<file path="src/verilog/sbt_cfg.svh">
// How it works
// RULE1: In timer mode the count steps once per instruction cycle and wraps to zero after it equals the period value.
// RULE2: In synchronous counter mode the external input is synchronised first, then each rising edge steps the count with the same wrap.
// RULE3: In asynchronous counter mode each rising edge of the external input steps the count, wrapping after the period value.
// RULE4: In timer and synchronous counter modes counting halts during CPU idle when the idle stop bit is one, and goes on when it is zero.
// RULE5: After an idle halt the count resumes from its held value as soon as idle ends.
// RULE6: In asynchronous counter mode counting also halts during CPU idle when the idle stop bit is one.
// RULE7: An interrupt request is raised on a period match and on the falling edge of the gate input.
// RULE8: Mode, gating and prescaling are selected from one 16-bit control register written by software.
// RULE9: In gated mode, enabled with the internal clock, instruction cycles are counted only while the gate input is high.
// RULE10: The input clock is divided by 1, 8, 64 or 256 by a two-bit prescale field before it reaches the count.
// RULE11: The prescaler clears on a count write, on clearing the run bit and on reset; a control write leaves the count alone.
// RULE12: With the external source selected, the sync select bit at zero means asynchronous and at one synchronous counting.
// RULE13: The interrupt flag stays set until software clears it, and the match is checked on every count update.
`ifndef SBT_CFG_SVH
`define SBT_CFG_SVH

// ==========================================================
// Register indices, byte address is four times the index
`define SBT_IDX_COUNT 10'h100
`define SBT_IDX_PERIOD 10'h102
`define SBT_IDX_CONTROL 10'h104
`define SBT_IDX_STATUS 10'h106
`define SBT_IDX_MASK 10'h108

// ==========================================================
// Control fields
`define SBT_BIT_RUN 15
`define SBT_BIT_IDLE_STOP 13
`define SBT_BIT_GATE 6
`define SBT_DIV_HI 5
`define SBT_DIV_LO 4
`define SBT_BIT_SYNC 2
`define SBT_BIT_SRC 1
`define SBT_CONTROL_WMASK 16'hA076

// ==========================================================
// Status and mask fields
`define SBT_ST_MATCH 0
`define SBT_ST_GATE_FALL 1
`define SBT_ST_WMASK 2'h3

// ==========================================================
// Reset values
`define SBT_RST_COUNT 16'h0000
`define SBT_RST_PERIOD 16'hFFFF
`define SBT_RST_CONTROL 16'h0000
`define SBT_RST_STATUS 2'h0
`define SBT_RST_MASK 2'h0
`define SBT_RST_PRE 8'h00

// ==========================================================
// Prescaler terminal counts for 1, 8, 64 and 256
`define SBT_PRE_LAST_1 8'h00
`define SBT_PRE_LAST_8 8'h07
`define SBT_PRE_LAST_64 8'h3F
`define SBT_PRE_LAST_256 8'hFF

`endif

</file>
<file path="src/verilog/sbt_pkg.sv">
`default_nettype none
package sbt_pkg;
  typedef logic [15:0] sbt_word_t;
  typedef enum logic [1:0] {
    SBT_DIV_1,
    SBT_DIV_8,
    SBT_DIV_64,
    SBT_DIV_256
  } sbt_div_e;
  typedef enum logic [1:0] {
    SBT_MODE_TIMER,
    SBT_MODE_GATED,
    SBT_MODE_SYNC_CNT,
    SBT_MODE_ASYNC_CNT
  } sbt_mode_e;
endpackage
`default_nettype wire

</file>
<file path="src/verilog/sbt_timer.sv">
// Chosen here: register access over Avalon-MM and the placing of the registers.
`default_nettype none
`include "sbt_cfg.svh"
module sbt_timer
  import sbt_pkg::*;
(
  input wire logic ref_clk,
  input wire logic rst,
  input wire logic [11:0] avs_address,
  input wire logic avs_read,
  input wire logic avs_write,
  input wire logic [31:0] avs_writedata,
  input wire logic [3:0] avs_byteenable,
  output logic [31:0] avs_readdata,
  output logic avs_waitrequest,
  input wire logic external_count_input,
  input wire logic cpu_idle,
  output logic irq
);
  // ==========================================================
  // State
  sbt_word_t count_value;
  sbt_word_t period_value;
  sbt_word_t timer_control_reg;
  logic [1:0] status;
  logic [1:0] mask;
  logic [7:0] pre_cnt;
  logic ext_level;
  logic ext_prev;

  sbt_word_t next_count_value;
  sbt_word_t next_period_value;
  sbt_word_t next_timer_control_reg;
  logic [1:0] next_status;
  logic [1:0] next_mask;
  logic [7:0] next_pre_cnt;
  logic [31:0] next_readdata;
  logic next_waitrequest;
  logic next_irq;

  // ==========================================================
  // Control fields
  logic timer_run_enable;
  logic idle_stop_bit;
  logic gate_accumulate_enable;
  logic external_sync_select;
  logic clock_source_select;
  sbt_div_e input_divider_select;
  sbt_mode_e mode;

  assign timer_run_enable = timer_control_reg[`SBT_BIT_RUN];
  assign idle_stop_bit = timer_control_reg[`SBT_BIT_IDLE_STOP];
  assign gate_accumulate_enable = timer_control_reg[`SBT_BIT_GATE];
  assign external_sync_select = timer_control_reg[`SBT_BIT_SYNC];
  assign clock_source_select = timer_control_reg[`SBT_BIT_SRC];
  assign input_divider_select = sbt_div_e'(timer_control_reg[`SBT_DIV_HI:`SBT_DIV_LO]); // RULE8

  always_comb begin
    if (clock_source_select) begin
      mode = external_sync_select ? SBT_MODE_SYNC_CNT : SBT_MODE_ASYNC_CNT; // RULE12
    end else begin
      mode = gate_accumulate_enable ? SBT_MODE_GATED : SBT_MODE_TIMER;
    end
  end

  // ==========================================================
  // External input, three-stage sampled
  sbt_pin_sync #(
    .RESET_LEVEL(1'b0)
  ) u_ext_sync (
    .ref_clk(ref_clk),
    .rst(rst),
    .pin(external_count_input),
    .level(ext_level)
  );

  logic ext_rise;
  logic ext_fall;
  assign ext_rise = ext_level & ~ext_prev;
  assign ext_fall = ~ext_level & ext_prev;

  // ==========================================================
  // Count source and idle halt
  logic src_tick;
  logic halted;
  logic gate_end;
  logic [7:0] pre_last;

  always_comb begin
    unique case (mode)
      SBT_MODE_TIMER: src_tick = 1'b1; // RULE1
      SBT_MODE_GATED: src_tick = ext_level; // RULE9
      SBT_MODE_SYNC_CNT: src_tick = ext_rise; // RULE2
      SBT_MODE_ASYNC_CNT: src_tick = ext_rise; // RULE3
    endcase
  end

  // Idle stop applies in every mode; resumes with count untouched
  assign halted = cpu_idle & idle_stop_bit; // RULE4 RULE5 RULE6
  assign gate_end = timer_run_enable & (mode == SBT_MODE_GATED) & ext_fall;

  always_comb begin
    unique case (input_divider_select)
      SBT_DIV_1: pre_last = `SBT_PRE_LAST_1;
      SBT_DIV_8: pre_last = `SBT_PRE_LAST_8;
      SBT_DIV_64: pre_last = `SBT_PRE_LAST_64;
      SBT_DIV_256: pre_last = `SBT_PRE_LAST_256;
    endcase
  end

  // ==========================================================
  // Bus decode
  logic [9:0] idx;
  logic access;
  logic wr_now;
  sbt_word_t wmerge_mask;
  assign idx = avs_address[11:2];
  // Write lands on the edge where the master sees waitrequest low
  assign access = (avs_read | avs_write) & ~avs_waitrequest;
  assign wr_now = avs_write & ~avs_waitrequest;
  assign wmerge_mask = {{8{avs_byteenable[1]}}, {8{avs_byteenable[0]}}};

  function automatic sbt_word_t merge(input sbt_word_t old_v, input sbt_word_t new_v,
                                      input sbt_word_t m);
    merge = (old_v & ~m) | (new_v & m);
  endfunction

  // ==========================================================
  // Prescaler group
  logic step;
  logic count_wr;
  assign count_wr = wr_now && (idx == `SBT_IDX_COUNT);

  // Held at zero while stopped, so a restart always runs a full divide period
  // Compare with >= so a smaller divider chosen mid-period ends it at once
  always_comb begin
    next_pre_cnt = pre_cnt;
    step = 1'b0;
    if (!timer_run_enable) begin
      next_pre_cnt = `SBT_RST_PRE; // RULE11
    end else if (src_tick && !halted) begin
      if (pre_cnt >= pre_last) begin
        next_pre_cnt = `SBT_RST_PRE; // RULE10
        step = 1'b1;
      end else begin
        next_pre_cnt = pre_cnt + 8'h01; // RULE10
      end
    end
    if (count_wr) begin
      next_pre_cnt = `SBT_RST_PRE; // RULE11
    end
  end

  always_ff @(posedge ref_clk or posedge rst) begin
    if (rst) begin
      pre_cnt <= `SBT_RST_PRE; // RULE11
    end else begin
      pre_cnt <= next_pre_cnt;
    end
  end

  // ==========================================================
  // Count group
  logic match;

  // Wrap comes on the step after equality, so the period value is itself counted
  always_comb begin
    next_count_value = count_value;
    match = 1'b0;
    if (step) begin
      if (count_value == period_value) begin
        next_count_value = `SBT_RST_COUNT; // RULE1 RULE2 RULE3
        match = 1'b1; // RULE13
      end else begin
        next_count_value = count_value + 16'h0001;
      end
    end
    // Software wins over a step in the same cycle
    if (count_wr) begin
      next_count_value = merge(count_value, avs_writedata[15:0], wmerge_mask);
    end
  end

  always_ff @(posedge ref_clk or posedge rst) begin
    if (rst) begin
      count_value <= `SBT_RST_COUNT;
    end else begin
      count_value <= next_count_value;
    end
  end

  // ==========================================================
  // Configuration group
  always_comb begin
    next_period_value = period_value;
    next_timer_control_reg = timer_control_reg;
    next_mask = mask;
    if (wr_now && idx == `SBT_IDX_PERIOD) begin
      next_period_value = merge(period_value, avs_writedata[15:0], wmerge_mask);
    end
    // Reserved bits are masked on write so they always read zero
    if (wr_now && idx == `SBT_IDX_CONTROL) begin
      // Count deliberately untouched here
      next_timer_control_reg = merge(timer_control_reg, avs_writedata[15:0],
                                     wmerge_mask & `SBT_CONTROL_WMASK); // RULE8 RULE11
    end
    if (wr_now && idx == `SBT_IDX_MASK && avs_byteenable[0]) begin
      next_mask = avs_writedata[1:0] & `SBT_ST_WMASK;
    end
  end

  always_ff @(posedge ref_clk or posedge rst) begin
    if (rst) begin
      period_value <= `SBT_RST_PERIOD;
      timer_control_reg <= `SBT_RST_CONTROL;
      mask <= `SBT_RST_MASK;
    end else begin
      period_value <= next_period_value;
      timer_control_reg <= next_timer_control_reg;
      mask <= next_mask;
    end
  end

  // ==========================================================
  // Status and interrupt group
  always_comb begin
    next_status = status;
    if (wr_now && idx == `SBT_IDX_STATUS && avs_byteenable[0]) begin
      next_status = status & ~avs_writedata[1:0];
    end
    // Hardware set wins over a same-cycle clear, so no event is lost
    if (match) begin
      next_status[`SBT_ST_MATCH] = 1'b1; // RULE7 RULE13
    end
    if (gate_end) begin
      next_status[`SBT_ST_GATE_FALL] = 1'b1; // RULE7 RULE13
    end
    // Built from next status so irq rises with the flag, not a cycle later
    next_irq = |(next_status & next_mask);
  end

  always_ff @(posedge ref_clk or posedge rst) begin
    if (rst) begin
      status <= `SBT_RST_STATUS;
      irq <= 1'b0;
    end else begin
      status <= next_status;
      irq <= next_irq;
    end
  end

  // ==========================================================
  // Edge detector history
  // Reset to the pin's idle low, so no false edge follows reset
  always_ff @(posedge ref_clk or posedge rst) begin
    if (rst) begin
      ext_prev <= 1'b0;
    end else begin
      ext_prev <= ext_level;
    end
  end

  // ==========================================================
  // Register read mux
  logic [31:0] reg_rdata;

  // Unmapped indices read zero
  always_comb begin
    reg_rdata = 32'h0000_0000;
    unique case (idx)
      `SBT_IDX_COUNT: reg_rdata[15:0] = count_value;
      `SBT_IDX_PERIOD: reg_rdata[15:0] = period_value;
      `SBT_IDX_CONTROL: reg_rdata[15:0] = timer_control_reg;
      `SBT_IDX_STATUS: reg_rdata[1:0] = status;
      `SBT_IDX_MASK: reg_rdata[1:0] = mask;
      default: reg_rdata = 32'h0000_0000;
    endcase
  end

  // Bus answer: one wait cycle, read data registered with it
  always_comb begin
    next_waitrequest = 1'b1;
    next_readdata = avs_readdata;
    // A request still high after its answer starts the next access
    if ((avs_read || avs_write) && avs_waitrequest) begin
      next_waitrequest = 1'b0;
      next_readdata = reg_rdata;
    end else if (access) begin
      next_waitrequest = 1'b1;
    end
  end

  always_ff @(posedge ref_clk or posedge rst) begin
    if (rst) begin
      avs_readdata <= 32'h0000_0000;
      avs_waitrequest <= 1'b1;
    end else begin
      avs_readdata <= next_readdata;
      avs_waitrequest <= next_waitrequest;
    end
  end
endmodule
`default_nettype wire

</file>
<file path="src/verilog/sbt_pin_sync.sv">
`default_nettype none
module sbt_pin_sync #(
  parameter logic RESET_LEVEL = 1'b0
) (
  input wire logic ref_clk,
  input wire logic rst,
  input wire logic pin,
  output logic level
);
  logic s1;
  logic s2;
  logic s3;
  logic next_level;

  // Level only moves once the second and third stages agree
  always_comb begin
    next_level = level;
    if (s2 == s3) begin
      next_level = s3;
    end
  end

  always_ff @(posedge ref_clk or posedge rst) begin
    if (rst) begin
      s1 <= RESET_LEVEL;
      s2 <= RESET_LEVEL;
      s3 <= RESET_LEVEL;
      level <= RESET_LEVEL;
    end else begin
      s1 <= pin;
      s2 <= s1;
      s3 <= s2;
      level <= next_level;
    end
  end
endmodule
`default_nettype wire

</file>
<file path="config.mk">
export PLATFORM = sky130hd
export DESIGN_NAME = sbt_timer
export DESIGN_NICKNAME = d
export VERILOG_FILES = /design/src/verilog/sbt_pkg.sv /design/src/verilog/sbt_timer.sv /design/src/verilog/sbt_pin_sync.sv
export VERILOG_INCLUDE_DIRS = /design/src /design/src/verilog
export SDC_FILE = /design/constraint.sdc
export NUM_CORES = 1
export LEC_CHECK = 0
export ABC_AREA = 1
export BUFFER_PORTS_ARGS = -buffer_cell sky130_fd_sc_hd__buf_2
export CAP_MARGIN = 30
export CORE_UTILIZATION = 40
export CTS_BUF_LIST = sky130_fd_sc_hd__clkbuf_8
export CTS_CLUSTER_DIAMETER = 200
export CTS_CLUSTER_SIZE = 28
export DETAILED_ROUTE_END_ITERATION = 8
export HOLD_SLACK_MARGIN = 0.08
export PLACE_DENSITY_LB_ADDON = 0.05
export RECOVER_POWER = 25
export SLEW_MARGIN = 10
export SYNTH_ARGS = -nofsm -noshare
export SYNTH_HDL_FRONTEND = slang
export SYNTH_SLANG_ARGS = --single-unit
</file>
<file path="constraint.sdc">
create_clock -name ref_clk -period 2.65 [get_ports ref_clk]
set_input_delay 0.265 -clock ref_clk [delete_from_list [all_inputs] [get_ports ref_clk]]
set_output_delay 0.265 -clock ref_clk [all_outputs]
set_load 0.02 [all_outputs]
</file>
==> results.tsv, run 1 <==
metric	value	unit
run_status	completed	
pwr-share-clk	0.377	
io_pins	88	
wl_met2	5.44	mm
post_cts_resized	0	
grt_pass1_wl	21.4	mm
clock_sinks	74	
die_area	12200	um2
reg2reg_depth	12	
clock_latency	370	ps
worstPathArrival	2460	ps
grt_pass1_vias	4188	
max_slew_margin	0.221	
period_minus_slack	2200	ps
cp_data_required_time	2910	ps
p_seq_frac	0.477	
placed_area	5060	um2
core-area	11400	um2
hold_violations	0	
drt_iter0_drc	259	
grt_max_degree	29	
drv_cap	0	
hold_class	in2reg	
tightest_slew	1170	ps
postLayoutCoreUtil	0.463	
grt.overflow.total	0	
top_layer_used	met4	
numCtsBuffers	9	
layout_common_cells	237 x nand2_1, 80 x nand3_1, 75 x inv_1	
rsz0062_at_grt	no	
ir_worst_vdd	0.000262	V
design_area	5290	um2
ys_seq_area_frac	0.398	
drt_wl_total	12.7	mm
num_vias	4352	
yosysWarnings	0	
dp_hpwl	9.75	mm
ys_async_sr_fraction	1.00	
drive_above_1_share	0.146	
syn_inst	663	
critPathMaxFanout	18	
synth_edf_count	0	
drtPass1Iterations	7	
diodes	0	
ys_ff_latch	74	
yosys-top-cells-area	dfrtp_1 30%, nand2_1 19%, dfstp_2 9.5%, nand3_1 8.5%, inv_1 5.9%	
p_int	1870	uW
syn_area_per_cell	7.09	um2
clockBufferDepth	2	
power_density	498	nW/um2
antenna_found_initial	0	
whs_path_depth	3	
synth_top_cell_area_share	0.303	
final_nets	783	
vias_per_cell	5.01	
worstSetupPathType	reg2reg	
globalplace.congestion	0.844	
p_leak	0.00284	uW
ys_types	38	
wl_per_cell	14.7	um
fin_setup_tns	0	ps
area_growth	12.4	%
power_frac_comb	0.146	
die_x	110	um
synth_area	4700	um2
fill_cells	1213	
synth_top_area_cell	dfrtp_1	
layout.cells.most_common	nand2_1	
setup_viol	0	
die_h	110	um
p_sw_frac	0.289	
fin_crit_sh	0.829	
initial_core_util	0.412	
fp-row-count	39	
start_kind	flop	
p_switching	761	uW
root_buffer	clkbuf_8	
io_buffers	51	
synth_flop_cell	dfrtp_1	
wl_met3	540	um
route.detailed.drc	0	
grt_usage	0.222	
cp-end-kind	flop	
drv_slew	0	
clk_pin_slew	80	ps
fmax	0.455	GHz
wl_met1	6.42	mm
clock_skew	14.9	ps
ant_nets	0	
h-tree-depth	3	
cts_tree	yes	
[power by group through the flow]
stage               registers (uW)  logic [uW]  clock network (uW)
finish                        1250         385                 992
global route                  1260         446                1070
CTS                           1250         389                1020
detailed placement            1270         385                   0
global placement              1270         370                   0
floorplan                     1260         284                   0
[routing by layer]
metal | vias to the layer above | global-route usage
li1 | 2203 | -
met1 | 2021 | 0.320
met2 | 102 | 0.330
met3 | 26 | 0.0318
met4 | 0 | 0.0987
met5 | - | 0
[path summary, 6_finish.rpt]
check / start / slack (ps) / endpoint
max: flop / 450 / flop
min: avs_writedata[10] / 150 / flop
max reg2reg: flop / 450 / flop
min reg2reg: u_ext_sync.s1$_DFF_PP0_ / 370 / u_ext_sync.s2$_DFF_PP0_
max in group asynchronous: rst / 960 / asynchronous set/reset pin
min in group asynchronous: rst / 750 / pre_cnt[2]$_DFFE_PP0P_
[cells in the mapped netlist (2+ instances only)]
| cell | n |
|---|---|
| nand2_4 | 2 |
| o21ai_1 | 2 |
| dfrtp_1 | 57 |
| dfstp_2 | 17 |
| o211ai_1 | 6 |
| nor3_2 | 2 |
| buf_2 | 8 |
| nand4_1 | 7 |
| buf_6 | 2 |
| nor3_1 | 7 |
| nand2_2 | 6 |
| nand3_2 | 2 |
| o22ai_1 | 10 |
| nor2_4 | 3 |
| o21ai_0 | 23 |
| clkbuf_1 | 2 |
| nor2_2 | 4 |
| or2_4 | 2 |
| a21oi_1 | 14 |
| xor2_1 | 11 |
| xnor2_1 | 2 |
| inv_1 | 74 |
| buf_4 | 16 |
| nand3_1 | 80 |
| ha_1 | 8 |
| nor2_1 | 48 |
| nand2_1 | 237 |
[cells by family after synthesis]
group,share of synthesized area
AND/OR/NAND/NOR,0.386
buffers and inverters,0.101
flip-flops,0.398
AO/OA/AOI/OAI,0.0644
XOR/XNOR,0.0242
adder cells (fa/ha/maj),0.0234
other,0.000797
multiplexers,0.00213
[through the flow]
stage | setup slack (ps) | std cells | total power [uW] | hold slack, ps
4_1_cts | 456 | 869 | 2670 | 127
2_1_floorplan | 532 | 678 | 1550 | 296
5_1_grt | 238 | 869 | 2780 | 154
6_report | 452 | 869 | 2630 | 148
3_5_place_dp | 477 | 851 | 1660 | 337
3_3_place_gp | 480 | 850 | 1640 | 334
[critical path, cell delays in order (launching register included)]
cell     delay, ps
dfrtp_1        440
nor2_1         230
ha_1           290
a21oi_1        140
nand2_1         70
nand2_1         60
nand2_1         50
nand2_1         80
nand2_1        140
nand3_4        240
nand2_2        180
nand2_1        120
nand2_1         50
[repair_timing]
item                      in CTS  in global routing
hold buffers                   2                  0
hold endpoints to repair      19                  0
buffers inserted               0                  0
[area by class of cell]
class	count	area, um2	share of cell area
clock buffer	10	138	0.0260
clock inverter	6	82.6	0.0156
inverter	76	285	0.0540
multi-input combinational	500	2410	0.456
sequential	74	1870	0.354
tap	143	179	0.0338
timing repair buffer	60	319	0.0603
Power figures use the tool's default switching activity.
==> run 2, diff against run 1 <==
clock period = 2.1 ns   (was 2.65 ns; I/O delays follow)
==> run 2 against run 1 <==
Power increased by 24%. Final cell count increased by 1.2%. Maximum frequency increased by 15%. Critical path type unchanged. Largest power group unchanged.
==> results.tsv, run 2 (synthesized netlist as in run 1, its figures left out) <==
metric	value	unit	change
run_status	completed		
crit_path_top_delay_cell	dfrtp_2		
area_growth	14.5	%	
grt_pass1_wl	21.3	mm	-0.13%
drive_above_1_share	0.173		+0.0265
drv_slew	0		unchanged
wl_per_cell	14.5	um	-0.87%
tightest_slew	1010	ps	-154 ps
met1_usage	0.320		+0.000380
cpLargestDelayFamily	simple AND/OR/NAND/NOR gates		
drt_wl_total	12.8	mm	+0.27%
hold_start	avs_writedata[7]		
worstPathArrival	2180	ps	-280 ps
p_switching	957	uW	+26%
cts_tree	yes		
clockBufferDepth	2		unchanged
fin_setup_tns	0	ps	unchanged
power_density	606	nW/um2	+22%
drt_iter0_drc	334		+29%
die_h	110	um	unchanged
h-tree-depth	3		unchanged
root_buffer	clkbuf_8		
worst-r2r-setup-slack	180	ps	-270 ps
num_vias	4300		-1.2%
clock_latency	370	ps	about the same
io_pins	88		unchanged
worstSetupPathType	reg2reg		
layout_common_cells	236 x nand2_1, 80 x nand3_1, 76 x inv_1		
clock_sinks	74		unchanged
fin_crit_sh	0.913		+0.0838
cp_data_required_time	2360	ps	-550 ps
power_frac_comb	0.148		+0.002
start_kind	flop		
antenna_found_initial	0		unchanged
fp-row-count	39		unchanged
grt.overflow.total	0		unchanged
grtUsageMet2	0.330		-0.000414
diodes	0		unchanged
layout.cells.most_common	nand2_1		
p_sw_frac	0.293		+0.00400
pwr-share-clk	0.367		-0.010
clock_skew	12.8	ps	-2.05 ps
p_seq_frac	0.484		+0.007
p_leak	0.00293	uW	+2.9%
p_int	2310	uW	+23%
hold_class	in2reg		
cp_cell_sequence	inv_1, ha_1, a21oi_1, nor2_1, nor3_2, nand2_2, nand3_4, nand2_2, nand2_1, nand2_1		
reg2reg_depth	10		-2
rsz0062_at_grt	no		
ant_nets	0		unchanged
max_slew_margin	0.324		+0.103
grt_pass1_vias	4118		-1.7%
critPathMaxFanout	8		-10
dp_hpwl	9.60	mm	-1.5%
whs_path_depth	3		unchanged
period_minus_slack	1920	ps	-280 ps
cp-end-kind	flop		
initial_core_util	0.412		unchanged
hold_violations	0		unchanged
globalplace.congestion	0.867		+2.7%
drv_cap	0		unchanged
grt_usage	0.222		about the same
die_area	12200	um2	unchanged
vias_per_cell	4.89		-2.3%
io_buffers	51		unchanged
clk_pin_slew	80	ps	about the same
die_x	110	um	unchanged
grt_max_degree	75		+160%
final_nets	793		+1.3%
use_met3	0.0439		+0.0121
cpPeakStageDelay	450	ps	about the same
numCtsBuffers	9		unchanged
cp_num_buf_inv	1		+1
fmax	0.521	GHz	+15%
drtPass1Iterations	4		-3
place_inst	856		+0.59%
setup_viol	0		unchanged
grt-busiest-layer	met2		
stdcell_count	879		+1.2%
route.detailed.drc	0		unchanged
core-area	11400	um2	unchanged
ir_worst_vdd	0.000477	V	+82%
## run 2: stage by stage
step	worst slack (ps)	utilization	hold WS [ps]	instance area, um2	total power [uW]
2_1_floorplan	36.5	-	241	4760	1950
3_3_place_gp	99.9	0.447	320	5110	2080
3_5_place_dp	64.7	0.447	323	5110	2090
4_1_cts	52.4	0.470	85.2	5360	3300
5_1_grt	7.05	0.472	106	5380	3430
6_report	182	0.472	100	5380	3260
## run 2: worst min-delay path, cell delays in order
cell and delay, ps:
buf_2 110, nand3_1 70, o21ai_0 70
## run 2: what timing repair did
action,CTS,global route
hold buffers,5,0
gates resized for setup,0,6
endpoints found under the setup margin,0,21
endpoints found under the hold margin,61,0
setup buffers,0,2
## run 2: area by class of cell
cell class              count  area, um2
flip-flops and latches     74       1880
repair buffers             70        410
well taps                 143        179
clock buffers              12        165
clock inverters             4       42.5
multi-input cells         500       2430
inverters                  76        285
fillers                  1185       6030
## run 2: power groups by stage
| stage | sequential (uW) | clock [uW] | combinational (uW) |
|---|---|---|---|
| final | 1580 | 1200 | 485 |
| after global routing | 1600 | 1280 | 559 |
| after detailed placement | 1610 | 0 | 483 |
| after floorplan | 1590 | 0 | 359 |
| after global placement | 1610 | 0 | 474 |
| after CTS | 1580 | 1220 | 492 |
## run 2: layer usage
| layer | part of all wire | routed length [um] | vias up |
|---|---|---|---|
| li1 | - | - | 2213 |
| met1 | 0.50 | 6430 | 1986 |
| met2 | 0.44 | 5670 | 90 |
| met3 | 0.042 | 533 | 11 |
| met4 | 0.011 | 146 | 0 |
| met5 | 0 | 0 | - |
## run 2: worst max-delay path by stage
stage               from                          to  slack [ps]  cells past startpoint
floorplan            rst  asynchronous set/reset pin          40                      1
global placement    flop                        flop         100                     12
detailed placement  flop                        flop          60                     12
CTS                 flop                        flop          50                     12
global route        flop                        flop           7                     10
finish              flop                        flop         180                     10
